--- src/ccs_pkg.sv ---
package ccs_pkg;
    // =====================================================
    // Timing
    // =====================================================
    localparam int CLK_HZ          = 50_000_000;   // System clock rate
    localparam int FAST_PERIOD_MS  = 32;           // Decode interval with adapter
    localparam int SLOW_PERIOD_MS  = 250;          // Presence sample interval without adapter
    localparam int FULL_PERIOD_S   = 30;           // Full decode interval without adapter
    localparam int WDOG_PERIOD_MS  = 175000;       // Command watchdog period, ms
    localparam int FAST_CYC        = CLK_HZ / 1000 * FAST_PERIOD_MS;
    localparam int SLOW_CYC        = CLK_HZ / 1000 * SLOW_PERIOD_MS;
    localparam int FULL_SLOW_COUNT = FULL_PERIOD_S * 1000 / SLOW_PERIOD_MS; // Slow ticks per full pass
    localparam int SETTLE_CYC      = 16;           // Comparator settle cycles per step
    localparam longint WDOG_CYC    = longint'(CLK_HZ) / 1000 * WDOG_PERIOD_MS;

    // =====================================================
    // Safety range (one-hot)
    // =====================================================
    typedef enum logic [4:0]
    {
        RNG_OVER  = 5'h01,
        RNG_COLD  = 5'h02,
        RNG_IDEAL = 5'h04,
        RNG_HOT   = 5'h08,
        RNG_UNDER = 5'h10
    } ccs_range_t;
    localparam ccs_range_t RANGE_RESET = RNG_OVER;  // Assume no battery at reset

    // =====================================================
    // Strap codes and limits
    // =====================================================
    localparam logic [15:0] CURRENT_LIMIT_STRAP_0 = 16'h03FF;  // 1023 mA
    localparam logic [15:0] CURRENT_LIMIT_STRAP_1 = 16'h07FE;  // 2046 mA
    localparam logic [15:0] CURRENT_LIMIT_STRAP_2 = 16'h0BFC;  // 3068 mA
    localparam logic [15:0] CURRENT_LIMIT_STRAP_3 = 16'h0FFC;  // 4092 mA
    localparam logic [15:0] IMASK_0 = 16'hFFFF; // 1 mA steps
    localparam logic [15:0] IMASK_1 = 16'hFFFE; // 2 mA steps
    localparam logic [15:0] IMASK_2 = 16'hFFFC; // 4 mA steps
    localparam logic [15:0] VOLTAGE_LIMIT_STRAP_0 = 16'h1090;  // 4240 mV
    localparam logic [15:0] VOLTAGE_LIMIT_STRAP_1 = 16'h10D0;  // 4304 mV
    localparam logic [15:0] VOLTAGE_LIMIT_STRAP_2 = 16'h1150;  // 4432 mV
    localparam logic [15:0] VOLTAGE_LIMIT_STRAP_3 = 16'h11A0;  // 4512 mV
    localparam logic [15:0] VOLTAGE_LIMIT_STRAP_4 = 16'h1580;  // 5504 mV
    localparam logic [15:0] VMASK  = 16'hFFF0;  // 16 mV steps
endpackage : ccs_pkg

--- src/ccs_charge_control.sv ---
`timescale 1ns/10ps
// What this block does
// - Start only after both setpoints written nonzero
// - Start only in cold, ideal or underrange
// - Start only while adapter is present
// - Stop when watchdog expires without write pair
// - Stop on overrange or hot range
// - Stop when adapter presence drops
// - Stop while alarm block flag set
// - Inhibit stops; clearing resumes with stored setpoints
// - Clear-setpoints bit stops charging
// - Enable pin low stops; release resumes
// - Low input supply stops; recovery resumes
// - Zero voltage or current write stops
// - Decode every 32 ms with adapter
// - Thresholds tested in fixed descending order
// - Pass ends once range is known
// - Threshold hysteresis from previous range
// - Select switches per threshold pair
// - No adapter: 250 ms samples, 30 s full
// - Standby reports battery presence only
// - Range sets the status flag pattern
// - Current strap picks one of four ceilings
// - Voltage strap picks one of five ceilings
// - Wake-up ends into controlled on write pair
// - Voltage above ceiling clamps and flags
module ccs_charge_control
#(
    parameter longint WDOG_CYCLES = ccs_pkg::WDOG_CYC,   // Watchdog length in cycles
    parameter int     FAST_CYCLES = ccs_pkg::FAST_CYC,   // Decode interval with adapter
    parameter int     SLOW_CYCLES = ccs_pkg::SLOW_CYC,   // Sample interval without adapter
    parameter int     FULL_COUNT  = ccs_pkg::FULL_SLOW_COUNT, // Slow ticks per full pass
    parameter int     SETTLE      = ccs_pkg::SETTLE_CYC  // Settle cycles per step
)
(
    input  wire logic        clk,
    input  wire logic        rst_n,
    input  wire logic        clkEn,                  // Freezes all state when low
    input  wire logic        voltageWrite,           // One-cycle voltage command strobe
    input  wire logic        currentWrite,           // One-cycle current command strobe
    input  wire logic [15:0] writeData,              // Command data for either strobe
    input  wire logic        wakeupActive,           // Wake-up charging running elsewhere
    input  wire logic        flag_alarm_block,       // Alarm block status flag
    input  wire logic        inhibitBit,             // Charge-inhibit mode bit
    input  wire logic        clear_setpoints_bit,    // Clear_setpoints_bit mode bit
    input  wire logic        charge_enable_pin,      // Enable pin level, low means held
    input  wire logic        input_supply,           // Input supply sufficient
    input  wire logic        adapter_divider_input,  // Divider comparator above threshold
    input  wire logic        safety_resistance_input,// Comparator: sense above threshold
    input  wire logic [1:0]  current_limit_strap,    // Current ceiling strap code
    input  wire logic [2:0]  voltage_limit_strap,    // Voltage ceiling strap code
    output logic             chargeOn_r,             // Controlled charging active
    output logic [15:0]      voltageOut_r,           // Clamped voltage setpoint
    output logic [15:0]      currentOut_r,           // Clamped current setpoint
    output logic             flagVoltageOver_r,      // Voltage setpoint was clamped
    output logic             flag_adapter_in_r,      // Adapter present
    output logic             flag_cold_r,            // Range flags
    output logic             flag_ideal_r,
    output logic             flag_hot_r,
    output logic             flag_underrange_r,
    output logic             flag_overrange_r,
    output logic             flagPresent_r,          // Battery present
    output logic             switch_select_a_r,      // Tie pin a to supply
    output logic             switch_select_b_r,      // Tie pin b to supply
    output logic [2:0]       thresholdSel_r,         // Reference select 0..3, top bit always zero
    output logic             thresholdHigh_r         // Hysteresis side of reference
);
    // =====================================================
    // Strap decode
    // =====================================================
    logic [15:0] iMax;          // Current ceiling
    logic [15:0] iMask;         // Current step mask
    logic [15:0] vMax;          // Voltage ceiling
    logic [15:0] vMask;         // Voltage step mask

    ccs_strap_decode uStrap
    (
        .current_limit_strap (current_limit_strap),
        .voltage_limit_strap (voltage_limit_strap),
        .currentMax          (iMax),
        .currentMask         (iMask),
        .voltageMax          (vMax),
        .voltageMask         (vMask)
    );

    // Range to flags: over, cold, ideal, hot, under, present
    function automatic logic [5:0] rangeFlags(input ccs_pkg::ccs_range_t r);
        case (r)
            ccs_pkg::RNG_UNDER: rangeFlags = 6'h19;
            ccs_pkg::RNG_HOT:   rangeFlags = 6'h09;
            ccs_pkg::RNG_IDEAL: rangeFlags = 6'h05;
            ccs_pkg::RNG_COLD:  rangeFlags = 6'h03;
            default:            rangeFlags = 6'h22;
        endcase
    endfunction : rangeFlags

    // Underrange carries hot and present but never overrange

    // =====================================================
    // Setpoints and charging control
    // =====================================================
    logic [15:0] vStore_r, vStore_nxt;       // Last voltage command
    logic [15:0] iStore_r, iStore_nxt;       // Last current command
    logic        vSeen_r, vSeen_nxt;         // Voltage written since last pair
    logic        iSeen_r, iSeen_nxt;         // Current written since last pair
    logic        armed_r, armed_nxt;         // Valid pair held, watchdog running
    logic [47:0] wdog_r, wdog_nxt;           // Watchdog down-counter
    logic        chargeOn_nxt;
    logic [15:0] vOut_nxt, iOut_nxt;
    logic        vOver_nxt;
    logic        adapter_r, adapter_nxt;
    ccs_pkg::ccs_range_t range_r;            // Committed range
    logic        rangeOk;                    // Range allows charging
    logic        holdOff;                    // Resumable pause conditions

    always_comb
    begin
        vStore_nxt  = vStore_r;
        iStore_nxt  = iStore_r;
        vSeen_nxt   = vSeen_r;
        iSeen_nxt   = iSeen_r;
        armed_nxt   = armed_r;
        wdog_nxt    = wdog_r;
        adapter_nxt = adapter_divider_input;
        // Count down while a pair is held
        if (armed_r && wdog_r != 48'h0)
            wdog_nxt = wdog_r - 48'h1;
        if (voltageWrite)
        begin
            vStore_nxt = writeData;
            vSeen_nxt  = 1'b1;
        end
        if (currentWrite)
        begin
            iStore_nxt = writeData;
            iSeen_nxt  = 1'b1;
        end
        // Both written: arm and restart watchdog
        if ((vSeen_nxt && iSeen_nxt) && (vStore_nxt != 16'h0) && (iStore_nxt != 16'h0))
        begin
            armed_nxt = 1'b1;
            wdog_nxt  = WDOG_CYCLES[47:0];
            vSeen_nxt = 1'b0;
            iSeen_nxt = 1'b0;
        end
        // Fatal stops drop the armed state
        if ((voltageWrite && writeData == 16'h0) || (currentWrite && writeData == 16'h0))
            armed_nxt = 1'b0;
        if (clear_setpoints_bit)
        begin
            armed_nxt  = 1'b0;
            vStore_nxt = 16'h0;
            iStore_nxt = 16'h0;
        end
        if (armed_r && wdog_r == 48'h0)
            armed_nxt = 1'b0;
        // Clamp to strap ceilings and step sizes
        vOver_nxt = (vStore_r > vMax);
        vOut_nxt  = (vOver_nxt ? vMax : vStore_r) & vMask;
        iOut_nxt  = ((iStore_r > iMax) ? iMax : iStore_r) & iMask;
        rangeOk   = (range_r == ccs_pkg::RNG_COLD) || (range_r == ccs_pkg::RNG_IDEAL)
                    || (range_r == ccs_pkg::RNG_UNDER);
        holdOff   = inhibitBit || !charge_enable_pin || !input_supply;
        chargeOn_nxt = armed_r && rangeOk && adapter_r
                       && !flag_alarm_block && !holdOff
                       && !clear_setpoints_bit && !wakeupActive;
    end

    always_ff @(posedge clk)
    begin
        if (!rst_n)
        begin
            vStore_r          <= 16'h0;
            iStore_r          <= 16'h0;
            vSeen_r           <= 1'b0;
            iSeen_r           <= 1'b0;
            armed_r           <= 1'b0;
            wdog_r            <= 48'h0;
            adapter_r         <= 1'b0;
            chargeOn_r        <= 1'b0;
            voltageOut_r      <= 16'h0;
            currentOut_r      <= 16'h0;
            flagVoltageOver_r <= 1'b0;
            flag_adapter_in_r <= 1'b0;
        end
        else if (clkEn)
        begin
            vStore_r          <= vStore_nxt;
            iStore_r          <= iStore_nxt;
            vSeen_r           <= vSeen_nxt;
            iSeen_r           <= iSeen_nxt;
            armed_r           <= armed_nxt;
            wdog_r            <= wdog_nxt;
            adapter_r         <= adapter_nxt;
            chargeOn_r        <= chargeOn_nxt;
            voltageOut_r      <= vOut_nxt;
            currentOut_r      <= iOut_nxt;
            flagVoltageOver_r <= vOver_nxt;
            flag_adapter_in_r <= adapter_nxt;
        end
    end

    // =====================================================
    // Safety resistance decoder sequencer
    // =====================================================
    typedef enum logic [3:0]
    {
        SQ_IDLE   = 4'h1,
        SQ_SETTLE = 4'h2,
        SQ_SAMPLE = 4'h4,
        SQ_COMMIT = 4'h8
    } ccs_seq_t;

    ccs_seq_t            seq_r, seq_nxt;
    logic [31:0]         tick_r, tick_nxt;       // Interval counter
    logic [15:0]         slowCnt_r, slowCnt_nxt; // Slow ticks since last full pass
    logic [7:0]          settle_r, settle_nxt;   // Settle counter
    logic [1:0]          step_r, step_nxt;       // Threshold index 0..3
    logic                fullPass_r, fullPass_nxt; // Full pass versus presence probe
    ccs_pkg::ccs_range_t found_r, found_nxt;     // Range under construction
    ccs_pkg::ccs_range_t range_nxt;
    logic [5:0]          flags_r, flags_nxt;
    logic                selA_nxt, selB_nxt, thrHigh_nxt;
    logic [2:0]          thrSel_nxt;

    // Range that lies above threshold index i
    function automatic ccs_pkg::ccs_range_t aboveOf(input logic [1:0] i);
        case (i)
            2'h0:    aboveOf = ccs_pkg::RNG_OVER;
            2'h1:    aboveOf = ccs_pkg::RNG_COLD;
            2'h2:    aboveOf = ccs_pkg::RNG_IDEAL;
            default: aboveOf = ccs_pkg::RNG_HOT;
        endcase
    endfunction : aboveOf

    always_comb
    begin
        seq_nxt      = seq_r;
        tick_nxt     = tick_r + 32'h1;
        slowCnt_nxt  = slowCnt_r;
        settle_nxt   = settle_r;
        step_nxt     = step_r;
        fullPass_nxt = fullPass_r;
        found_nxt    = found_r;
        range_nxt    = range_r;
        flags_nxt    = flags_r;
        selA_nxt     = 1'b0;
        selB_nxt     = 1'b0;
        thrSel_nxt   = {1'b0, step_r};
        // Hysteresis: boundary of prior range leans toward keeping it
        thrHigh_nxt  = (range_r == aboveOf(step_r));
        case (seq_r)
            SQ_IDLE:
            begin
                if (adapter_r && tick_r >= FAST_CYCLES - 1)
                begin
                    tick_nxt     = 32'h0;
                    fullPass_nxt = 1'b1;
                    seq_nxt      = SQ_SETTLE;
                end
                else if (!adapter_r && tick_r >= SLOW_CYCLES - 1)
                begin
                    tick_nxt     = 32'h0;
                    // Presence probe only, full pass every thirty seconds
                    fullPass_nxt = (slowCnt_r >= FULL_COUNT[15:0] - 16'h1);
                    slowCnt_nxt  = fullPass_nxt ? 16'h0 : slowCnt_r + 16'h1;
                    seq_nxt      = SQ_SETTLE;
                end
                step_nxt   = 2'h0;
                settle_nxt = 8'h0;
            end
            SQ_SETTLE:
            begin
                // Upper pair reads a with b tied; lower pair the reverse
                selB_nxt   = !step_r[1];
                selA_nxt   = step_r[1];
                settle_nxt = settle_r + 8'h1;
                if (settle_r >= SETTLE[7:0] - 8'h1)
                    seq_nxt = SQ_SAMPLE;
            end
            SQ_SAMPLE:
            begin
                selB_nxt   = !step_r[1];
                selA_nxt   = step_r[1];
                settle_nxt = 8'h0;
                if (safety_resistance_input)
                begin
                    found_nxt = aboveOf(step_r);
                    seq_nxt   = SQ_COMMIT;
                end
                else if (step_r == 2'h3)
                begin
                    found_nxt = ccs_pkg::RNG_UNDER;
                    seq_nxt   = SQ_COMMIT;
                end
                else if (!fullPass_r)
                begin
                    // Probe: below overrange means present
                    found_nxt = (range_r == ccs_pkg::RNG_OVER) ? ccs_pkg::RNG_IDEAL : range_r;
                    seq_nxt   = SQ_COMMIT;
                end
                else
                begin
                    step_nxt = step_r + 2'h1;
                    seq_nxt  = SQ_SETTLE;
                end
            end
            SQ_COMMIT:
            begin
                range_nxt = found_r;
                flags_nxt = rangeFlags(found_r);
                seq_nxt   = SQ_IDLE;
            end
            default:
                seq_nxt = SQ_IDLE;
        endcase
    end

    always_ff @(posedge clk)
    begin
        if (!rst_n)
        begin
            seq_r             <= SQ_IDLE;
            tick_r            <= 32'h0;
            slowCnt_r         <= 16'h0;
            settle_r          <= 8'h0;
            step_r            <= 2'h0;
            fullPass_r        <= 1'b0;
            found_r           <= ccs_pkg::RANGE_RESET;
            range_r           <= ccs_pkg::RANGE_RESET;
            flags_r           <= 6'h22;
            switch_select_a_r <= 1'b0;
            switch_select_b_r <= 1'b0;
            thresholdSel_r    <= 3'h0;
            thresholdHigh_r   <= 1'b0;
        end
        else if (clkEn)
        begin
            seq_r             <= seq_nxt;
            tick_r            <= tick_nxt;
            slowCnt_r         <= slowCnt_nxt;
            settle_r          <= settle_nxt;
            step_r            <= step_nxt;
            fullPass_r        <= fullPass_nxt;
            found_r           <= found_nxt;
            range_r           <= range_nxt;
            flags_r           <= flags_nxt;
            switch_select_a_r <= selA_nxt;
            switch_select_b_r <= selB_nxt;
            thresholdSel_r    <= thrSel_nxt;
            thresholdHigh_r   <= thrHigh_nxt;
        end
    end

    // Flags layout: [5] over, [4] under, [3] hot, [2] ideal, [1] cold, [0] present
    assign flag_overrange_r  = flags_r[5];
    assign flag_underrange_r = flags_r[4];
    assign flag_hot_r        = flags_r[3];
    assign flag_ideal_r      = flags_r[2];
    assign flag_cold_r       = flags_r[1];
    assign flagPresent_r     = flags_r[0];
endmodule : ccs_charge_control

--- src/ccs_strap_decode.sv ---
`timescale 1ns/10ps
// =====================================================
// Strap decoders for current and voltage ceilings
// =====================================================
module ccs_strap_decode
(
    input  wire logic [1:0]  current_limit_strap,   // Four-level strap code
    input  wire logic [2:0]  voltage_limit_strap,   // Five-level strap code
    output logic      [15:0] currentMax,            // Ceiling in mA
    output logic      [15:0] currentMask,           // Granularity mask
    output logic      [15:0] voltageMax,            // Ceiling in mV
    output logic      [15:0] voltageMask            // Granularity mask
);
    // Current ceiling per strap, not software-alterable
    always_comb
    begin
        case (current_limit_strap)
            2'h0:    begin currentMax = ccs_pkg::CURRENT_LIMIT_STRAP_0; currentMask = ccs_pkg::IMASK_0; end
            2'h1:    begin currentMax = ccs_pkg::CURRENT_LIMIT_STRAP_1; currentMask = ccs_pkg::IMASK_1; end
            2'h2:    begin currentMax = ccs_pkg::CURRENT_LIMIT_STRAP_2; currentMask = ccs_pkg::IMASK_2; end
            default: begin currentMax = ccs_pkg::CURRENT_LIMIT_STRAP_3; currentMask = ccs_pkg::IMASK_2; end
        endcase
    end

    // Voltage ceiling per strap; codes above four read as open
    always_comb
    begin
        voltageMask = ccs_pkg::VMASK;
        case (voltage_limit_strap)
            3'h0:    voltageMax = ccs_pkg::VOLTAGE_LIMIT_STRAP_0;
            3'h1:    voltageMax = ccs_pkg::VOLTAGE_LIMIT_STRAP_1;
            3'h2:    voltageMax = ccs_pkg::VOLTAGE_LIMIT_STRAP_2;
            3'h3:    voltageMax = ccs_pkg::VOLTAGE_LIMIT_STRAP_3;
            default: voltageMax = ccs_pkg::VOLTAGE_LIMIT_STRAP_4;
        endcase
    end
endmodule : ccs_strap_decode

--- config.mk ---
export PLATFORM = sky130hd
export DESIGN_NAME = ccs_charge_control
export DESIGN_NICKNAME = d
export VERILOG_FILES = /design/src/ccs_pkg.sv /design/src/ccs_charge_control.sv /design/src/ccs_strap_decode.sv
export SDC_FILE = /design/constraint.sdc
export NUM_CORES = 1
export LEC_CHECK = 0
export ABC_AREA = 1
export BUFFER_PORTS_ARGS = -buffer_cell sky130_fd_sc_hd__buf_2
export CORE_MARGIN = 2
export CORE_UTILIZATION = 54
export CTS_BUF_LIST = sky130_fd_sc_hd__clkbuf_4 sky130_fd_sc_hd__clkbuf_8
export DETAILED_ROUTE_END_ITERATION = 8
export PLACE_DENSITY = 0.76
export RECOVER_POWER = 50
export SLEW_MARGIN = 10
export SYNTH_ARGS = -nofsm -noshare
export SYNTH_HDL_FRONTEND = slang
export SYNTH_SLANG_ARGS = --single-unit
--- constraint.sdc ---
create_clock -name clk -period 5.85 [get_ports clk]
set_clock_uncertainty 0.15 [all_clocks]
set_input_delay 0.2925 -clock clk [delete_from_list [all_inputs] [get_ports clk]]
set_output_delay 0.2925 -clock clk [all_outputs]
set_load 0.03 [all_outputs]
Word-level counts from Yosys, hierarchy flattened

Index checks and enable logic that the tools add are counted.
Widths: inputs -> output; s select.

Add/subtract/negate cells: 5
Magnitude comparators: 6
Equal/unequal tests: 27
Muxes and demuxes: 45
Bitwise operators: 2
Reduce and logical (&&, ||, !) cells: 52

Operators by type and width:

| cell                  | number |
|---|---|
| $mux 16               | 7 |
| $mux 32               | 3 |
| $mux 48               | 2 |
| $logic_not 48->1      | 1 |
| $reduce_bool 48->1    | 1 |
| $sub 48x1->48 const B | 1 |
| $pmux 11 s4           | 1 |
| $pmux 12 s3           | 1 |
| $add 32x1->32 const B | 1 |
| $ge 32x21->1 const B  | 1 |
| $ge 32x24->1 const B  | 1 |
| $gt 16x16->1          | 2 |
| $reduce_bool 16->1    | 2 |
| $mux 4                | 6 |
| $pmux 4 s3            | 2 |
| $pmux 6 s4            | 1 |
| $mux 5                | 4 |
| $add 16x1->16 const B | 1 |
| $and 16x16->16        | 1 |
| $ge 16x7->1 const B   | 1 |
| $logic_not 16->1      | 1 |
| $pmux 8 s2            | 1 |
| $logic_and 1x1->1     | 15 |
| $mux 1                | 12 |
| 34 further kinds      | 68 |

Flip-flop bits (word level): 198
Input bits: 34
Output and inout bits: 47
Word-level logic and storage cells: 161

Depth between registers and ports, before layout

Word-level depth: 9
Mapped depth: 14
Depth with buffers taken out: 14

Cells and area by module

A second synthesis with hierarchy kept.

Cells, all modules: 1,955
Area total of the unflattened synthesis: 12,816.0 µm²

Modules (own cells, without submodules):

| module             | instances | cells each | area each (µm²) | seq. area each (µm²) |
|---|---|---|---|---|
| ccs_charge_control | 1         | 1,885      | 12,336.8        | 4,043.9 |
| ccs_strap_decode   | 1         | 70         | 479.2           | 0.0 |

Least setup slack after synthesis

Ideal clock, no wire load.

Path type: input-to-reg
Start point: input voltage_limit_strap[2]
End point: register voltageOut_r[11]
Library setup time: 0.087 ns
Arrival time: 1.746 ns
Data required time: 5.613 ns
Setup slack: 3.867 ns
Cell stages on the path: 11
Buffers on the path: 0
Path through: inv_1 > nand2_1 > a21oi_1 > inv_1 > ha_1 > nand2_1 > nor4_1 > nand2_1 > nand2_1 > nand2_1 > o31ai_1

Longest elaborated chain between the ends: 4
Elaborated cells between the ends (all ways): 7
Classes of those cells: order compare (1); eq/ne (3); mux (2); reduce/logical (1)

RTL lines:

| item                               | RTL line                  | source |
|---|---|---|
| start, declared                    | ccs_charge_control.sv:51  | `input wire logic [2:0] voltage_limit_strap,` |
| $eq 3x2->1 (tied with other cells) | ccs_strap_decode.sv:29    | `case (voltage_limit_strap)` |
| $pmux 11 s4 (*)                    | ccs_strap_decode.sv:29    |  |
| $gt 16x16->1 (*)                   | ccs_charge_control.sv:158 | `vOver_nxt = (vStore_r > vMax);` |
| $mux 16 (*)                        | ccs_charge_control.sv:159 | `vOut_nxt = (vOver_nxt ? vMax : vStore_r) & vMask;` |
| end signal, assigned               | ccs_charge_control.sv:196 | `voltageOut_r <= vOut_nxt;` |
| end, declared                      | ccs_charge_control.sv:53  | `output logic [15:0] voltageOut_r,` |

Mark *: on every way between the ends. The rest lies on a longest branch, timed or not.
A chain may end at the register's enable or synchronous reset.

==> summary.txt <==
Area leader, netlist: dfxtp_1
Via count: 10900
H-tree depth: 4
RSZ-0062 raised after global routing: no
Post-synth EDFFs: 0
Area Overhead vs Synth: 7.96%
Reg2reg end: wdog_r[40]
CTS tree: built
First-pass GRT wire length: 47.4 mm
Root Buffer: clkbuf_8
Overflow after GRT: 0
Final period utilization: 0.630
Max Cap Viol: 3
# nets final: 1763
Vias in the first global route: 9849
GRT Overall Usage: 0.263
Synth Instances: 1660
CTS Buf Count: 17
Commonest cells post-synth: nand2_1, nor2_1, dfxtp_1
DR vias/cell: 5.49
Seq pwr share: 0.435
Routed met1 length: 13.2 mm
Die W: 147 µm
Fillers: 2006
Hold_sp: clear_setpoints_bit
Yosys synthesis warning count: 0
Area of the mapped netlist: 0.0111 mm²
DRC viols: 0
Ant diodes: 0
DR iter-0 viols: 954
Beginning of the critical path: clkEn
Cell area after layout: 0.0119 mm²
Seq/Total Area, Yosys: 0.359
Max Freq: 271 MHz
Syn Area/Cell: 6.66 µm²
# hold bufs at CTS: 11
Setup Viol. Count Final: 0
Switching part of the total: 0.388
Crit end category: flop
WHS Path Cells: 4
Crit Path Category: in -> reg
Cell with the most instances after synthesis: nand2_1
Routed Antenna Nets: 0
Synth top area cells: dfxtp_1, nand2_1, nor2_1
Data required, critical path: 6.04 ns
Total iterations of the first detailed-routing run: 8
Placement Cell Area: 0.0115 mm²
Arr. time, crit path: 3.87 ns
Clock-pin slew on the worst setup and hold paths: 0.10 ns
Power Density: 287 mW/mm²
Tightest Pin Transition: 2.09 ns
Worst skew pair latency: 0.49 ns
TNS Setup: 0 ns
Maximum number of pins on one net before global-route repair: 71
Logic pwr share: 0.304
Row count: 52
Multi-input logic area: 0.00603 mm²
Bufs on Longest Clock Path: 2
Synth Register Bits: 198
Final min period: 3.69 ns
Initial core utilization: 0.548
P_leak: 5.11 nW
Status: finished, violations left
Unique masters post-synth: 46
Die area: 0.0216 mm²
Most used DFF post-synth: dfxtp_1
Hold Vio Cnt, Final: 0
Hpwl dp: 20.4 mm
Register area: 0.00396 mm²
Total core area: 0.0202 mm²
Reg2Reg Launch Point: iStore_r[7]
Startpoint Class: input port
Post-synth top area share: 0.359
Slew HR: -0.396
Num Clock Sinks: 198
NetSw: 1.33 mW
R2R depth: 11
Share of layout cells above drive strength 1: 0.0731
Final Max Slew Viols: 130
Wirelength, routed: 28.1 mm
Worst min path class: in -> reg
VDD IR max: 0.153 mV
Max layer used: met4
Die height: 147 µm
Top Ports: 81
Internal: 2.10 mW
Reg2Reg Setup Slack: 3.16 ns
Clock share of power: 0.260
Post-cts gate resize count: 0
Buffers on Ports: 75
Failing checks: max-capacitance violations, max-slew violations
Gpl congestion: 0.932
Async S/R FF share, synth: 0
WL per Instance: 14.1 µm
Met2 wire length: 12.9 mm
DR WL met3: 1.55 mm
CP max FO: 41
Setup bufs post-CTS: 0
Initial antenna violation count: 0
CP Capture Point: chargeOn_r
## state kept, by name, summed over array words and instances (netlist names), 5 cells and up
| name | flops |
|---|---|
| wdog_r | 48 |
| tick_r | 32 |
| currentOut_r | 16 |
| iStore_r | 16 |
| slowCnt_r | 16 |
| vStore_r | 16 |
| voltageOut_r | 12 |
| settle_r | 8 |
| flags_r | 6 |
| found_r | 5 |
| range_r | 5 |
## how the worst min path moves through the flow
stage,to
3_3_place_gp,currentOut_r[15]
6_report,armed_r
3_5_place_dp,currentOut_r[13]
5_1_grt,armed_r
4_1_cts,armed_r
2_1_floorplan,adapter_r
## per-layer routing
metal  global-route usage  up-vias
li1                     -     5536
met1                0.365     5042
met2                0.429      326
met3               0.0363       42
met4               0.0769        0
met5                    0        -
## kinds of logic (layout without fill, tap and decap cells)
group | count (synthesis) | after routing | synth area share
DFF | 198 | 198 | 0.359
xor gates and xnor gates | 54 | 54 | 0.0428
buffers and inverters | 255 | 314 | 0.0968
adders and majority gates | 19 | 19 | 0.0215
other | 1 | 5 | 0.000339
AOI/OAI and AO/OA | 240 | 240 | 0.121
and+or+nand+nor | 893 | 893 | 0.359
## cell type report
class,count,share of cell area
Multi-Input combinational cell,1211,0.506
Sequential cell,198,0.332
Inverter,186,0.0585
Timing Repair Buffer,96,0.0412
Tap cell,270,0.0283
Clock buffer,18,0.0208
Clock inverter,14,0.0131
## cells in the final DEF (no fill, tap or decap), drive strengths merged, types with 31 or more instances in the layout
cell type	instances
nor2	273
nand4	58
a21oi	96
nor3	31
nand2	344
dfxtp	198
nand3	149
buf	38
inv	193
o21ai	93
xor2	44
clkbuf	65
## power by group through the flow
stage	sequential (mW)	clock, mW	combinational [mW]
2_1_floorplan	1.53	0	0.788
3_3_place_gp	1.52	0	1.01
3_5_place_dp	1.52	0	1.02
4_1_cts	1.49	0.912	1.04
5_1_grt	1.50	0.964	1.18
6_report	1.49	0.892	1.04
## per-stage QoR
stage	power (mW)	hold WS (ns)	cells	setup WS, ns	utilization
2_1_floorplan	2.32	0.255	1664	3.87	-
3_3_place_gp	2.53	0.262	1950	2.90	0.569
3_5_place_dp	2.54	0.265	1950	2.83	0.569
4_1_cts	3.44	0.00600	1993	3.13	0.595
5_1_grt	3.65	0.0385	1993	1.91	0.592
6_report	3.43	0.0313	1993	2.16	0.592
## worst max-delay path: stages
cell and delay [ns]:
buf_2 0.31, inv_1 0.27, clkbuf_1 1.52, nor2_1 0.13
clkbuf_1 0.48, nand4_1 0.22, dlygate4sd3_1 0.56, a21oi_1 0.06
Power figures use the tool's default switching activity.
